--- config.mk ---
export PLATFORM = sky130hd
export DESIGN_NAME = io_ports
export DESIGN_NICKNAME = d
export VERILOG_FILES = /design/src/io_ports_pkg.sv /design/src/io_pin_sync.sv /design/src/io_ports.sv
export VERILOG_INCLUDE_DIRS = /design/src
export SDC_FILE = /design/constraint.sdc
export NUM_CORES = 1
export LEC_CHECK = 0
export BUFFER_PORTS_ARGS = -buffer_cell sky130_fd_sc_hd__clkbuf_2
export CORE_MARGIN = 2
export CORE_UTILIZATION = 50
export DETAILED_ROUTE_END_ITERATION = 12
export PLACE_DENSITY = 0.82
export RECOVER_POWER = 100
export SLEW_MARGIN = 40
export SYNTH_ARGS = -nofsm -noshare
export SYNTH_HDL_FRONTEND = slang
export SYNTH_SLANG_ARGS = --single-unit
--- constraint.sdc ---
create_clock -name clock_i -period 4.9 [get_ports clock_i]
set_clock_uncertainty 0.1 [all_clocks]
set_input_delay 0 -clock clock_i [delete_from_list [all_inputs] [get_ports clock_i]]
set_output_delay 0 -clock clock_i [all_outputs]
set_load 0.05 [all_outputs]
--- src/io_ports_cfg.svh ---
// Constants for the three shared I/O ports: register indices, reset values, bus codes.
// Assumes a 32-bit Avalon-MM register bus with byte addresses equal to four times the index.
`ifndef IO_PORTS_CFG_SVH
`define IO_PORTS_CFG_SVH

// ----------------------------------------------------------------
// Register indices (byte address is four times the index)
// ----------------------------------------------------------------
`define IDX_SEG_A_LATCH    6'h05
`define IDX_SEG_A_PIN      6'h0b
`define IDX_SEG_A_SELECT   6'h2a
`define IDX_ANA_DIRECTION  6'h30
`define IDX_ANA_LATCH      6'h31
`define IDX_ANA_PIN        6'h32
`define IDX_CONV_CONTROL   6'h33
`define IDX_SEG_B_LATCH    6'h34
`define IDX_SEG_B_PIN      6'h35
`define IDX_SEG_B_SELECT   6'h36

// ----------------------------------------------------------------
// Field positions and reset values
// ----------------------------------------------------------------
`define CONV_DISABLE_BIT   0
`define RST_SEG_LATCH      8'hff
`define RST_SEG_SELECT     8'h00
`define RST_ANA_DIRECTION  8'h00
`define RST_ANA_LATCH      8'h00
`define RST_CONV_DISABLE   1'b1

// ----------------------------------------------------------------
// Bus widths, response codes and synchroniser depth
// ----------------------------------------------------------------
`define BUS_ADDR_W         8
`define RESP_OKAY          2'h0
`define RESP_DECODE_ERROR  2'h3
`define SYNC_STAGES        2

`endif

--- src/io_ports_pkg.sv ---
// Types shared by the shared I/O port block.
// Assumes io_ports_cfg.svh supplies the numeric constants.
package io_ports_pkg;
  // One 8-bit port value
  typedef logic [7:0] port_byte_t;
  // Register bus handshake phase
  typedef enum logic {BUS_IDLE, BUS_ANSWER} bus_phase_t;
endpackage

--- src/io_pin_sync.sv ---
// Two-stage pin synchroniser for one 8-bit port.
// Assumes pins change asynchronously to clock_i; only the second stage is read outside.
`timescale 1ns/1ps
`default_nettype none
module io_pin_sync (
  input wire logic clock_i,
  input wire logic rst_n_i,
  input wire io_ports_pkg::port_byte_t pin_i,
  output io_ports_pkg::port_byte_t sync_o
);
  import io_ports_pkg::*;

  port_byte_t first_stage; // Seen only by the second stage

  // ----------------------------------------------------------------
  // Two flip-flop stages
  // ----------------------------------------------------------------
  always_ff @(posedge clock_i or negedge rst_n_i) begin
    if (!rst_n_i) begin
      first_stage <= 8'h00;
      sync_o <= 8'h00;
    end else begin
      first_stage <= pin_i;
      sync_o <= first_stage;
    end
  end
endmodule
`default_nettype wire

--- src/io_ports.sv ---
// Three 8-bit shared I/O ports: two LCD-segment-shared ports and one analog-shared port.
// Assumes an Avalon-MM master on clock_i, pins synchronous-free, LCD driver and converter outside.
// Functional notes
// - Port A latch resets to all ones
// - Port A select bit routes pin to LCD
// - Port A latch and pin read separately
// - Pin read under LCD select is undefined
// - Direction 1 drives analog port latch out
// - Analog port resets direction, latch, disable set
// - Disabled converter: latch 0 reads 0
// - Enabled converter: latch 0 is analog, reads 0
// - Port B eight bits, latch ones, select
// - Port B latch and pin read separately
`timescale 1ns/1ps
`include "io_ports_cfg.svh"
`default_nettype none
module io_ports (
  input wire logic clock_i,
  input wire logic rst_n_i,
  // Avalon-MM register slave
  input wire logic [`BUS_ADDR_W-1:0] address_i,
  input wire logic read_i,
  input wire logic write_i,
  input wire logic [31:0] writedata_i,
  input wire logic [3:0] byteenable_i,
  output logic [31:0] readdata_o,
  output logic [1:0] response_o,
  output logic waitrequest_o,
  // Segment-shared port A pins
  input wire io_ports_pkg::port_byte_t seg_a_pin_i,
  output io_ports_pkg::port_byte_t seg_a_pin_o,
  output io_ports_pkg::port_byte_t seg_a_pin_oe_o,
  input wire io_ports_pkg::port_byte_t seg_a_lcd_i,
  // Analog-shared port pins
  input wire io_ports_pkg::port_byte_t ana_pin_i,
  output io_ports_pkg::port_byte_t ana_pin_o,
  output io_ports_pkg::port_byte_t ana_pin_oe_o,
  output io_ports_pkg::port_byte_t ana_select_o,
  output io_ports_pkg::port_byte_t ana_function_o,
  // Segment-shared port B pins
  input wire io_ports_pkg::port_byte_t seg_b_pin_i,
  output io_ports_pkg::port_byte_t seg_b_pin_o,
  output io_ports_pkg::port_byte_t seg_b_pin_oe_o,
  input wire io_ports_pkg::port_byte_t seg_b_lcd_i
);
  import io_ports_pkg::*;

  // ----------------------------------------------------------------
  // Storage
  // ----------------------------------------------------------------
  port_byte_t seg_port_a_output_latch; // Port A latch
  port_byte_t seg_port_a_segment_select; // Port A LCD routing
  port_byte_t analog_port_direction; // 1 = output
  port_byte_t analog_port_output_latch; // Analog port latch
  logic converter_input_disable; // 1 = converter unused
  port_byte_t seg_port_b_output_latch; // Port B latch
  port_byte_t seg_port_b_segment_select; // Port B LCD routing
  port_byte_t seg_a_sync; // Synchronised port A pins
  port_byte_t ana_sync; // Synchronised analog port pins
  port_byte_t seg_b_sync; // Synchronised port B pins
  bus_phase_t phase; // Bus handshake phase

  // ----------------------------------------------------------------
  // Pin synchronisers
  // ----------------------------------------------------------------
  // Two-stage pin sampling
  // Only the second stage of each leaves the synchroniser
  io_pin_sync sync_a (.clock_i(clock_i), .rst_n_i(rst_n_i), .pin_i(seg_a_pin_i), .sync_o(seg_a_sync));
  io_pin_sync sync_ana (.clock_i(clock_i), .rst_n_i(rst_n_i), .pin_i(ana_pin_i), .sync_o(ana_sync));
  io_pin_sync sync_b (.clock_i(clock_i), .rst_n_i(rst_n_i), .pin_i(seg_b_pin_i), .sync_o(seg_b_sync));

  // ----------------------------------------------------------------
  // Bus decode
  // ----------------------------------------------------------------
  wire [5:0] index = address_i[7:2]; // Word index
  wire request = read_i | write_i; // Any request
  wire commit = request & (phase == BUS_ANSWER); // Edge where request completes
  wire wr_en = commit & write_i & byteenable_i[0]; // Low byte write
  // One address hit per register
  wire hit_a_latch = (index == `IDX_SEG_A_LATCH);
  wire hit_a_pin = (index == `IDX_SEG_A_PIN);
  wire hit_a_sel = (index == `IDX_SEG_A_SELECT);
  wire hit_dir = (index == `IDX_ANA_DIRECTION);
  wire hit_ana_latch = (index == `IDX_ANA_LATCH);
  wire hit_ana_pin = (index == `IDX_ANA_PIN);
  wire hit_conv = (index == `IDX_CONV_CONTROL);
  wire hit_b_latch = (index == `IDX_SEG_B_LATCH);
  wire hit_b_pin = (index == `IDX_SEG_B_PIN);
  wire hit_b_sel = (index == `IDX_SEG_B_SELECT);
  wire mapped = hit_a_latch | hit_a_pin | hit_a_sel | hit_dir | hit_ana_latch | hit_ana_pin | hit_conv |
                hit_b_latch | hit_b_pin | hit_b_sel;

  // ----------------------------------------------------------------
  // Analog port input modes
  // ----------------------------------------------------------------
  // Input bits masked when latch 0, direction 0
  wire [7:0] ana_forced_zero = ~analog_port_direction & ~analog_port_output_latch;
  // Converter takes pins with latch 0, direction 0, disable clear
  wire [7:0] ana_analog_mode = ana_forced_zero & {8{~converter_input_disable}};
  wire [7:0] ana_read_value = ana_sync & ~ana_forced_zero; // Pin read with masking

  // ----------------------------------------------------------------
  // Read mux
  // ----------------------------------------------------------------
  // Separate latch and pin read paths
  // LCD-selected pin bits read raw, undefined
  // Unmapped indices read as zero
  wire [7:0] read_byte = hit_a_latch ? seg_port_a_output_latch :
                         hit_a_pin ? seg_a_sync :
                         hit_a_sel ? seg_port_a_segment_select :
                         hit_dir ? analog_port_direction :
                         hit_ana_latch ? analog_port_output_latch :
                         hit_ana_pin ? ana_read_value :
                         hit_conv ? {7'h00, converter_input_disable} :
                         hit_b_latch ? seg_port_b_output_latch :
                         hit_b_pin ? seg_b_sync :
                         hit_b_sel ? seg_port_b_segment_select : 8'h00;

  // Waitrequest high in the first cycle of each request
  assign waitrequest_o = request & (phase == BUS_IDLE);

  // ----------------------------------------------------------------
  // Bus phase
  // ----------------------------------------------------------------
  // One wait cycle per request, then the answer
  always_ff @(posedge clock_i or negedge rst_n_i) begin
    if (!rst_n_i) begin
      phase <= BUS_IDLE;
    end else begin
      case (phase)
        BUS_IDLE: phase <= request ? BUS_ANSWER : BUS_IDLE; // Request seen
        BUS_ANSWER: phase <= BUS_IDLE; // Answer taken
        default: phase <= BUS_IDLE;
      endcase
    end
  end

  // Read data and response captured as the wait cycle ends
  // Writes and unmapped reads return zero data
  always_ff @(posedge clock_i or negedge rst_n_i) begin
    if (!rst_n_i) begin
      readdata_o <= 32'h0000_0000;
      response_o <= `RESP_OKAY;
    end else if (request & (phase == BUS_IDLE)) begin
      readdata_o <= read_i ? {24'h00_0000, read_byte} : 32'h0000_0000;
      response_o <= mapped ? `RESP_OKAY : `RESP_DECODE_ERROR;
    end
  end

  // ----------------------------------------------------------------
  // Port A registers
  // ----------------------------------------------------------------
  // Latch ones, select zeros at reset
  // Writes land only at the commit edge
  always_ff @(posedge clock_i or negedge rst_n_i) begin
    if (!rst_n_i) begin
      seg_port_a_output_latch <= `RST_SEG_LATCH;
      seg_port_a_segment_select <= `RST_SEG_SELECT;
    end else begin
      if (wr_en & hit_a_latch) seg_port_a_output_latch <= writedata_i[7:0];
      if (wr_en & hit_a_sel) seg_port_a_segment_select <= writedata_i[7:0];
    end
  end

  // ----------------------------------------------------------------
  // Analog port registers
  // ----------------------------------------------------------------
  // Direction, latch cleared, disable set at reset
  // Writes land only at the commit edge
  always_ff @(posedge clock_i or negedge rst_n_i) begin
    if (!rst_n_i) begin
      analog_port_direction <= `RST_ANA_DIRECTION;
      analog_port_output_latch <= `RST_ANA_LATCH;
      converter_input_disable <= `RST_CONV_DISABLE;
    end else begin
      if (wr_en & hit_dir) analog_port_direction <= writedata_i[7:0];
      if (wr_en & hit_ana_latch) analog_port_output_latch <= writedata_i[7:0];
      if (wr_en & hit_conv) converter_input_disable <= writedata_i[`CONV_DISABLE_BIT];
    end
  end

  // ----------------------------------------------------------------
  // Port B registers
  // ----------------------------------------------------------------
  // Port B latch ones, select zeros
  // Writes land only at the commit edge
  always_ff @(posedge clock_i or negedge rst_n_i) begin
    if (!rst_n_i) begin
      seg_port_b_output_latch <= `RST_SEG_LATCH;
      seg_port_b_segment_select <= `RST_SEG_SELECT;
    end else begin
      if (wr_en & hit_b_latch) seg_port_b_output_latch <= writedata_i[7:0];
      if (wr_en & hit_b_sel) seg_port_b_segment_select <= writedata_i[7:0];
    end
  end

  // ----------------------------------------------------------------
  // Pin drive
  // ----------------------------------------------------------------
  // LCD routing per bit, else pull-low latch
  wire [7:0] seg_a_from_lcd = seg_a_lcd_i & seg_port_a_segment_select; // Panel bits
  wire [7:0] seg_a_from_latch = seg_port_a_output_latch & ~seg_port_a_segment_select; // Port bits
  assign seg_a_pin_o = seg_a_from_lcd | seg_a_from_latch;
  assign seg_a_pin_oe_o = seg_port_a_segment_select | ~seg_port_a_output_latch;
  wire [7:0] seg_b_from_lcd = seg_b_lcd_i & seg_port_b_segment_select; // Panel bits
  wire [7:0] seg_b_from_latch = seg_port_b_output_latch & ~seg_port_b_segment_select; // Port bits
  assign seg_b_pin_o = seg_b_from_lcd | seg_b_from_latch;
  assign seg_b_pin_oe_o = seg_port_b_segment_select | ~seg_port_b_output_latch;
  // Direction 1 drives the latch value
  assign ana_pin_o = analog_port_output_latch;
  assign ana_pin_oe_o = analog_port_direction;
  assign ana_select_o = ana_analog_mode;
  // Secondary functions see masked pin levels
  assign ana_function_o = ana_read_value;

  // ----------------------------------------------------------------
  // Checks
  // ----------------------------------------------------------------
  logic seen_edge; // Low only in the first cycle after reset
  // Marks the first edge after reset
  always_ff @(posedge clock_i or negedge rst_n_i) begin
    if (!rst_n_i) begin
      seen_edge <= 1'b0;
    end else begin
      seen_edge <= 1'b1;
    end
  end
endmodule
`default_nettype wire

==> results of run 1 <==
-- worst max-delay path by stage --
stage	from	end	slack (ns)	depth (start not counted)
global route	rst_n_i	seg_port_a_segment_select[5]$_DFFE_PN0P_	1.46	3
finish	address_i[2]	readdata_o[0]$_DFFE_PN0P_	1.79	6
detailed placement	address_i[2]	seg_port_a_segment_select[6]$_DFFE_PN0P_	2.51	5
floorplan	ana_pin_oe_o[6]$_DFFE_PN0P_	readdata_o[6]$_DFFE_PN0P_	2.73	5
global placement	address_i[2]	seg_port_a_segment_select[0]$_DFFE_PN0P_	2.58	5
CTS	address_i[5]	ana_pin_oe_o[4]$_DFFE_PN0P_	2.90	6
-- per-layer routing --
metal	share of wire	wire [um]
met4	0.025	296
met1	0.41	4823
met2	0.50	5816
met3	0.067	786
met5	0	0
-- layout make-up --
class | count | area, sq um
Inverter | 9 | 33.78
Multi-Input combinational cell | 272 | 1863
Timing Repair Buffer | 169 | 925.9
Clock buffer | 9 | 123.9
Fill cell | 771 | 3369
Sequential cell | 107 | 2699
Clock inverter | 7 | 107.6
Tap cell | 129 | 161.4
-- tightest hold or removal path, cell delays in order --
cell and delay, ns:
clkbuf_2 0.09, nand3_1 0.13, nor3_1 0.07, mux2_2 0.22
-- power groups by stage --
stage          sequential [mW]  clock (mW)  combinational, mW
2_1_floorplan             1.02           0              0.254
3_3_place_gp             0.984           0              0.380
3_5_place_dp             0.988           0              0.388
4_1_cts                  0.971       0.615              0.411
5_1_grt                  0.978       0.653              0.424
6_report                 0.971       0.607              0.398
-- sequential cells by signal (all words and copies together), names as in the netlist --
register / count
ana_pin_o: 8
ana_pin_oe_o: 8
converter_input_disable: 1
phase: 1
readdata_o: 8
response_o: 1
seg_port_a_output_latch: 8
seg_port_a_segment_select: 8
seg_port_b_output_latch: 8
seg_port_b_segment_select: 8
sync_a.first_stage: 8
sync_a.sync_o: 8
sync_ana.first_stage: 8
sync_ana.sync_o: 8
sync_b.first_stage: 8
sync_b.sync_o: 8
-- placed cells by master, fill, tap and decap left out, types with 12 or more instances in the layout --
cell type      instances
nand2_1               55
dlygate4sd3_1         35
conb_1                24
clkbuf_2              55
clkbuf_1              78
mux2_1                42
nor3_1                12
dfrtp_1               90
nand2b_1              15
dfstp_2               16
-- cell families (layout without fill, tap and decap cells) --
logic type | Yosys count | count (layout)
multiplexers | 56 | 56
XOR/XNOR | 1 | 1
other | 1 | 24
flip-flops | 107 | 107
AO/OA/AOI/OAI | 71 | 71
buffers and inverters | 50 | 194
AND/OR/NAND/NOR | 120 | 120
-- what timing repair did --
action	in CTS	in global routing
hold endpoints to repair	124	0
hold buffers	35	0
setup endpoints to repair	0	0
-- through the flow --
step	std cells	hold WS (ns)	total power, mW
global route	702	0.09131	2.055
finish	702	0.07575	1.976
detailed placement	651	-0.05280	1.376
global placement	651	-0.06490	1.364
CTS	702	0.07541	1.997
floorplan	429	-0.3956	1.275
==> results.md, run 1 <==
* Synth area leader: dfrtp_1
* # IOs at 187
* DP Area at 5463 sq um
* Hold worst-path end: converter_input_disable$_DFFE_PN1P_
* Maxcap violations at 2
* DRC Markers at 0
* Pre-CTS WS at 2.508 ns
* Area delta synth->final at 23.23%
* CP top delay family: simple AND/OR/NAND/NOR gates
* Largest net degree at the start of global routing at 62
* # port buffers at 133
* Final hold vios at 0
* Final Slew Violations at 60
* DR vias at 3809
* FFs w/ async S/R, synth at 1.000
* Sequential area share after synthesis at 0.5623
* EDFF count, synth at 0
* Crit-path cells: clkbuf_1, nand2_1, nor4b_1, a221oi_1, nand3_1, a2bb2oi_1
* Most numerous cell in the Yosys netlist: dfrtp_1
* CTS resizes at 0
* CP Class: in2reg
* Fin util at 0.6371
* Gpl congestion at 0.8140
* Worst-path clk slew at 0.10 ns
* Detailed Routing Iterations Pass 1 at 5
* Class of the tightest hold or removal check: in2reg
* Synth area leaders: dfrtp_1 47%, mux2_1 9.9%, dfstp_2 9.3%
* Worst hold path depth at 4
* Mux contribution to synthesized area at 0.1314
* Critical-path top delay cell: nor4b_1
* Global routing's busiest layer: met2
* H-tree depth at 3
* P per Cell Area at 334.1 nW/um^2
* Critical path buffer and inverter count at 1
* Final ANT Viol Nets at 0
* Global-route wire length before repair at 18610 um
* R2R cell count at 4
* Worst Tran Pin Value at 2.504 ns
* Layout cells sized above 1 at 0.1693
* Max-slew headroom at -0.6693
* Reg-to-reg setup timing slack at 2.75 ns
* Pleak at 2.766 nW
* Initial Util at 0.5170
* R2r endpoint: seg_port_b_segment_select[6]$_DFFE_PN0P_
* Synth top area share at 0.4692
* CTS tree: done
* Crit path DAT at 3.30 ns
* Diode count at 0
* Max rail drop VDD at 0.0002002 V
* M2 GR Usage at 0.3927
* Compound-Gate Fraction of Synth Area at 0.1069
* GRT Residual Overflow at 0
* Final setup fails at 0
* Clk network pwr share at 0.307
* Syn Area/Cell at 11.82 sq um
* Yosys warns at 0
* Gate power share at 0.201
* Die Wd at 102.0 um
* Worst-Skew Late Latency at 0.37 ns
* Final critical-path share of the clock period at 0.6354
* Total track usage at 0.2352
* Final Worst Setup Slack at 1.787 ns
* Top cells by count, synth: 90 x dfrtp_1, 53 x nand2_1, 42 x mux2_1
* Post-Syn Instances at 406
* Deepest clock path buffer count at 2
* Sequential power share at 0.491
* RSZ-0062 raised after global routing: false
* Failing checks: max-capacitance violations, max-slew violations
* Vias in the first global route at 3706
* Fin area at 5914 sq um
* Synth cell types at 59
* # rows at 35
* Reg2reg start: phase$_DFF_PN0_
* CTS root buf: clkbuf_8
* Fmax achieved at 321.2 MHz
* Hpwl dp at 8495 um
* Iteration-0 DRC Markers at 339
* Net Sw Power at 0.6462 mW
* Switching Fraction at 0.3270
* Nets at 656
* Post-Route WL at 11720 um
* Critical path endpoint category: flip-flop
* Largest family of logic cells by synthesized area: simple AND/OR/NAND/NOR gates
* Vias per cell at 5.426
* Crit path launch type: primary input
* Adder-Cell Fraction of Synth Area at 0
* Main synth FF type: dfrtp_1
* Avg WL per Cell at 16.70 um
* Antenna violations before repair at 0
* Met3 Resource Use GR at 0.04856
* Crit Path Max Fanout at 25
* Internal power at 1.330 mW
* Xor/xnor cell area share of the yosys netlist at 0.001825
* Met1 Use GR at 0.3058
* Crit path required time at 5.09 ns
* Synth Area in Simple Gates at 0.1319
* DIE AREA at 10400 sq um
* Yosys reg bits at 107
* Clock sinks at 107
* CP max stage delay at 1.58 ns
* Hold Crit Start: byteenable_i[0]
* Chip height at 102.0 um
* Outcome: finished with violations
* CTS buffer count at 9
* Syn Std Cell Area at 4800 sq um
* Post-CTS setup buffers at 0
* Sum of negative setup slack at 0 ns
* Core Area at 9284 sq um
* Minimum clock period at 3.113 ns
Note: power is estimated with default switching activity, not from simulation.
==> inputs of run 2 (changes only) <==
--- a/config.mk
+++ b/config.mk
@@ -8,9 +8,9 @@
 export LEC_CHECK = 0
 export BUFFER_PORTS_ARGS = -buffer_cell sky130_fd_sc_hd__clkbuf_2
 export CORE_MARGIN = 2
-export CORE_UTILIZATION = 50
+export CORE_UTILIZATION = 44
 export DETAILED_ROUTE_END_ITERATION = 12
-export PLACE_DENSITY = 0.82
+export PLACE_DENSITY = 0.76
 export RECOVER_POWER = 100
 export SLEW_MARGIN = 40
 export SYNTH_ARGS = -nofsm -noshare
==> constraint.sdc (replaced) <==
create_clock -name clock_i -period 2.81 [get_ports clock_i]
set_clock_uncertainty 0.1 [all_clocks]
set_input_delay 0 -clock clock_i [delete_from_list [all_inputs] [get_ports clock_i]]
set_output_delay 0 -clock clock_i [all_outputs]
set_load 0.05 [all_outputs]
==> run 2 against run 1 <==
Against the previous run: the flow still finishes with violations (max-capacitance violations, max-slew violations); global-route usage is 2.9 points lower; sequential power increased by 74%; worst hold slack got worse by 0.028 ns; utilization fell by 8.5 points; clock-buffer cell count increased by 1; final area up 0.38%; die area up 13%; worst setup slack got worse by 1.3 ns.
==> results.md, run 2 (synthesis gave the netlist of run 1 again) <==
* Outcome: finished with violations
* Failing checks: max-capacitance violations, max-slew violations
* Maxcap violations at 1
* CTS root buf: clkbuf_8
* Crit path launch type: primary input
* Initial Util at 0.4467
* Worst hold path depth at 4
* Pleak at 2.776 nW
* Final Slew Violations at 75
* Final setup fails at 0
* H-tree depth at 3
* CTS resizes at 0
* Critical path endpoint category: flip-flop
* Deepest clock path buffer count at 2
* # rows at 38
* Vias in the first global route at 3569
* Final ANT Viol Nets at 0
* # IOs at 187
* RSZ-0062 raised after global routing: false
* Hold Crit Start: byteenable_i[0]
* CTS buffer count at 9
* Sum of negative setup slack at 0 ns
* Worst-path clk slew at 0.10 ns
* Iteration-0 DRC Markers at 122
* P per Cell Area at 563.8 nW/um^2
* CP max stage delay at 0.62 ns
* R2r endpoint: seg_port_b_segment_select[7]$_DFFE_PN0P_
* R2R cell count at 5
* Fillers at 967
* Pre-CTS WS at 0.7583 ns
* Max rail drop VDD at 0.0002997 V
* Diode count at 0
* DP Area at 5508 sq um
* Hold worst-path end: converter_input_disable$_DFFE_PN1P_
* Detailed Routing Iterations Pass 1 at 4
* Most frequent cells in the layout: 90 x dfrtp_1, 79 x clkbuf_1, 56 x clkbuf_2, 55 x nand2_1, 42 x mux2_1
* Global-route wire length before repair at 18370 um
* DRC Markers at 0
* Crit-path cells: dlygate4sd3_1, clkbuf_1, nand4bb_1, nor3_1, nand2_1, mux2_1
* Largest net degree at the start of global routing at 75
* Crit Path Max Fanout at 8
* Commonest non-fill, non-tap cell in the layout: dfrtp_1
* CP Launch Point: address_i[5]
* Crit path required time at 2.97 ns
* Area delta synth->final at 23.70%
* Critical-path top delay cell: nor3_1
* Die Wd at 108.4 um
* Worst hold margin at 0.04818 ns
* Post-Route WL at 11730 um
* Worst Tran Pin Value at 1.775 ns
* CP top delay family: simple AND/OR/NAND/NOR gates
* Final Worst Setup Slack at 0.5043 ns
* DR vias at 3704
* Class of the tightest hold or removal check: in2reg
* Antenna violations before repair at 0
* Avg WL per Cell at 16.31 um
* # port buffers at 133
* Fmax achieved at 433.7 MHz
* Final critical-path share of the clock period at 0.8205
* Total track usage at 0.2066
* GRT Residual Overflow at 0
* Minimum clock period at 2.306 ns
* Max-slew headroom at -0.1832
* Fin area at 5937 sq um
* CTS tree: done
* Hpwl dp at 8718 um
* Critical path buffer and inverter count at 2
* Final hold vios at 0
* Worst-Skew Late Latency at 0.38 ns
* Clock sinks at 107
* Layout cells sized above 1 at 0.1762
* DIE AREA at 11760 sq um
* Reg-to-reg setup timing slack at 0.82 ns
* Crit path DAT at 2.47 ns
* Fin util at 0.5525
* Core Area at 10750 sq um
* CP Class: in2reg
* Chip height at 108.4 um
* Nets at 662
* Gpl congestion at 0.8701
* Reg2reg start: phase$_DFF_PN0_
* Vias per cell at 5.152
[run 2: per-stage QoR]
stage	power, mW	std cells
6_report	3.347	719
5_1_grt	3.495	719
4_1_cts	3.398	719
3_5_place_dp	2.403	668
3_3_place_gp	2.386	668
2_1_floorplan	2.223	429
[run 2: how the worst max path moves through the flow]
stage	end	slack, ns	cells after the start
2_1_floorplan	readdata_o[6]$_DFFE_PN0P_	0.64	5
3_3_place_gp	seg_port_a_segment_select[4]$_DFFE_PN0P_	0.80	6
3_5_place_dp	ana_pin_oe_o[1]$_DFFE_PN0P_	0.76	5
4_1_cts	ana_pin_oe_o[1]$_DFFE_PN0P_	0.85	6
5_1_grt	ana_pin_oe_o[0]$_DFFE_PN0P_	0.39	6
6_report	ana_pin_oe_o[1]$_DFFE_PN0P_	0.50	6
[run 2: cell type report]
| type | count | area [sq um] | area share |
|---|---|---|---|
| Inverter | 9 | 33.78 | 0.005690 |
| Tap cell | 140 | 175.2 | 0.02950 |
| Multi-Input combinational cell | 272 | 1863 | 0.3138 |
| Sequential cell | 107 | 2699 | 0.4546 |
| Clock inverter | 6 | 63.81 | 0.01075 |
| Timing Repair Buffer | 175 | 964.7 | 0.1625 |
| Clock buffer | 10 | 137.6 | 0.02318 |
[run 2: power breakdown]
part	switching [mW]	total, mW	internal, mW
clock network	0.523	0.959	0.436
registers	0.0615	1.69	1.63
logic	0.524	0.695	0.171
total	1.11	3.35	2.24
[run 2: tightest hold or removal path, delay by kind of cell]
| family | cells | cell delay (ns) |
|---|---|---|
| muxes | 1 | 0.22 |
| and+or+nand+nor | 2 | 0.19 |
| buffers and inverters | 1 | 0.09 |
[run 2: metal layers]
metal,wire [um],vias to the layer above,GRT usage
met5,0,-,0
met4,159,0,0.07234
met3,654,17,0.04039
met2,5808,148,0.3317
met1,5104,1803,0.2803
li1,-,1736,-
[run 2: what timing repair did]
item	in CTS	in global routing
setup buffers	0	0
endpoints found under the hold margin	150	0
hold buffers	35	0
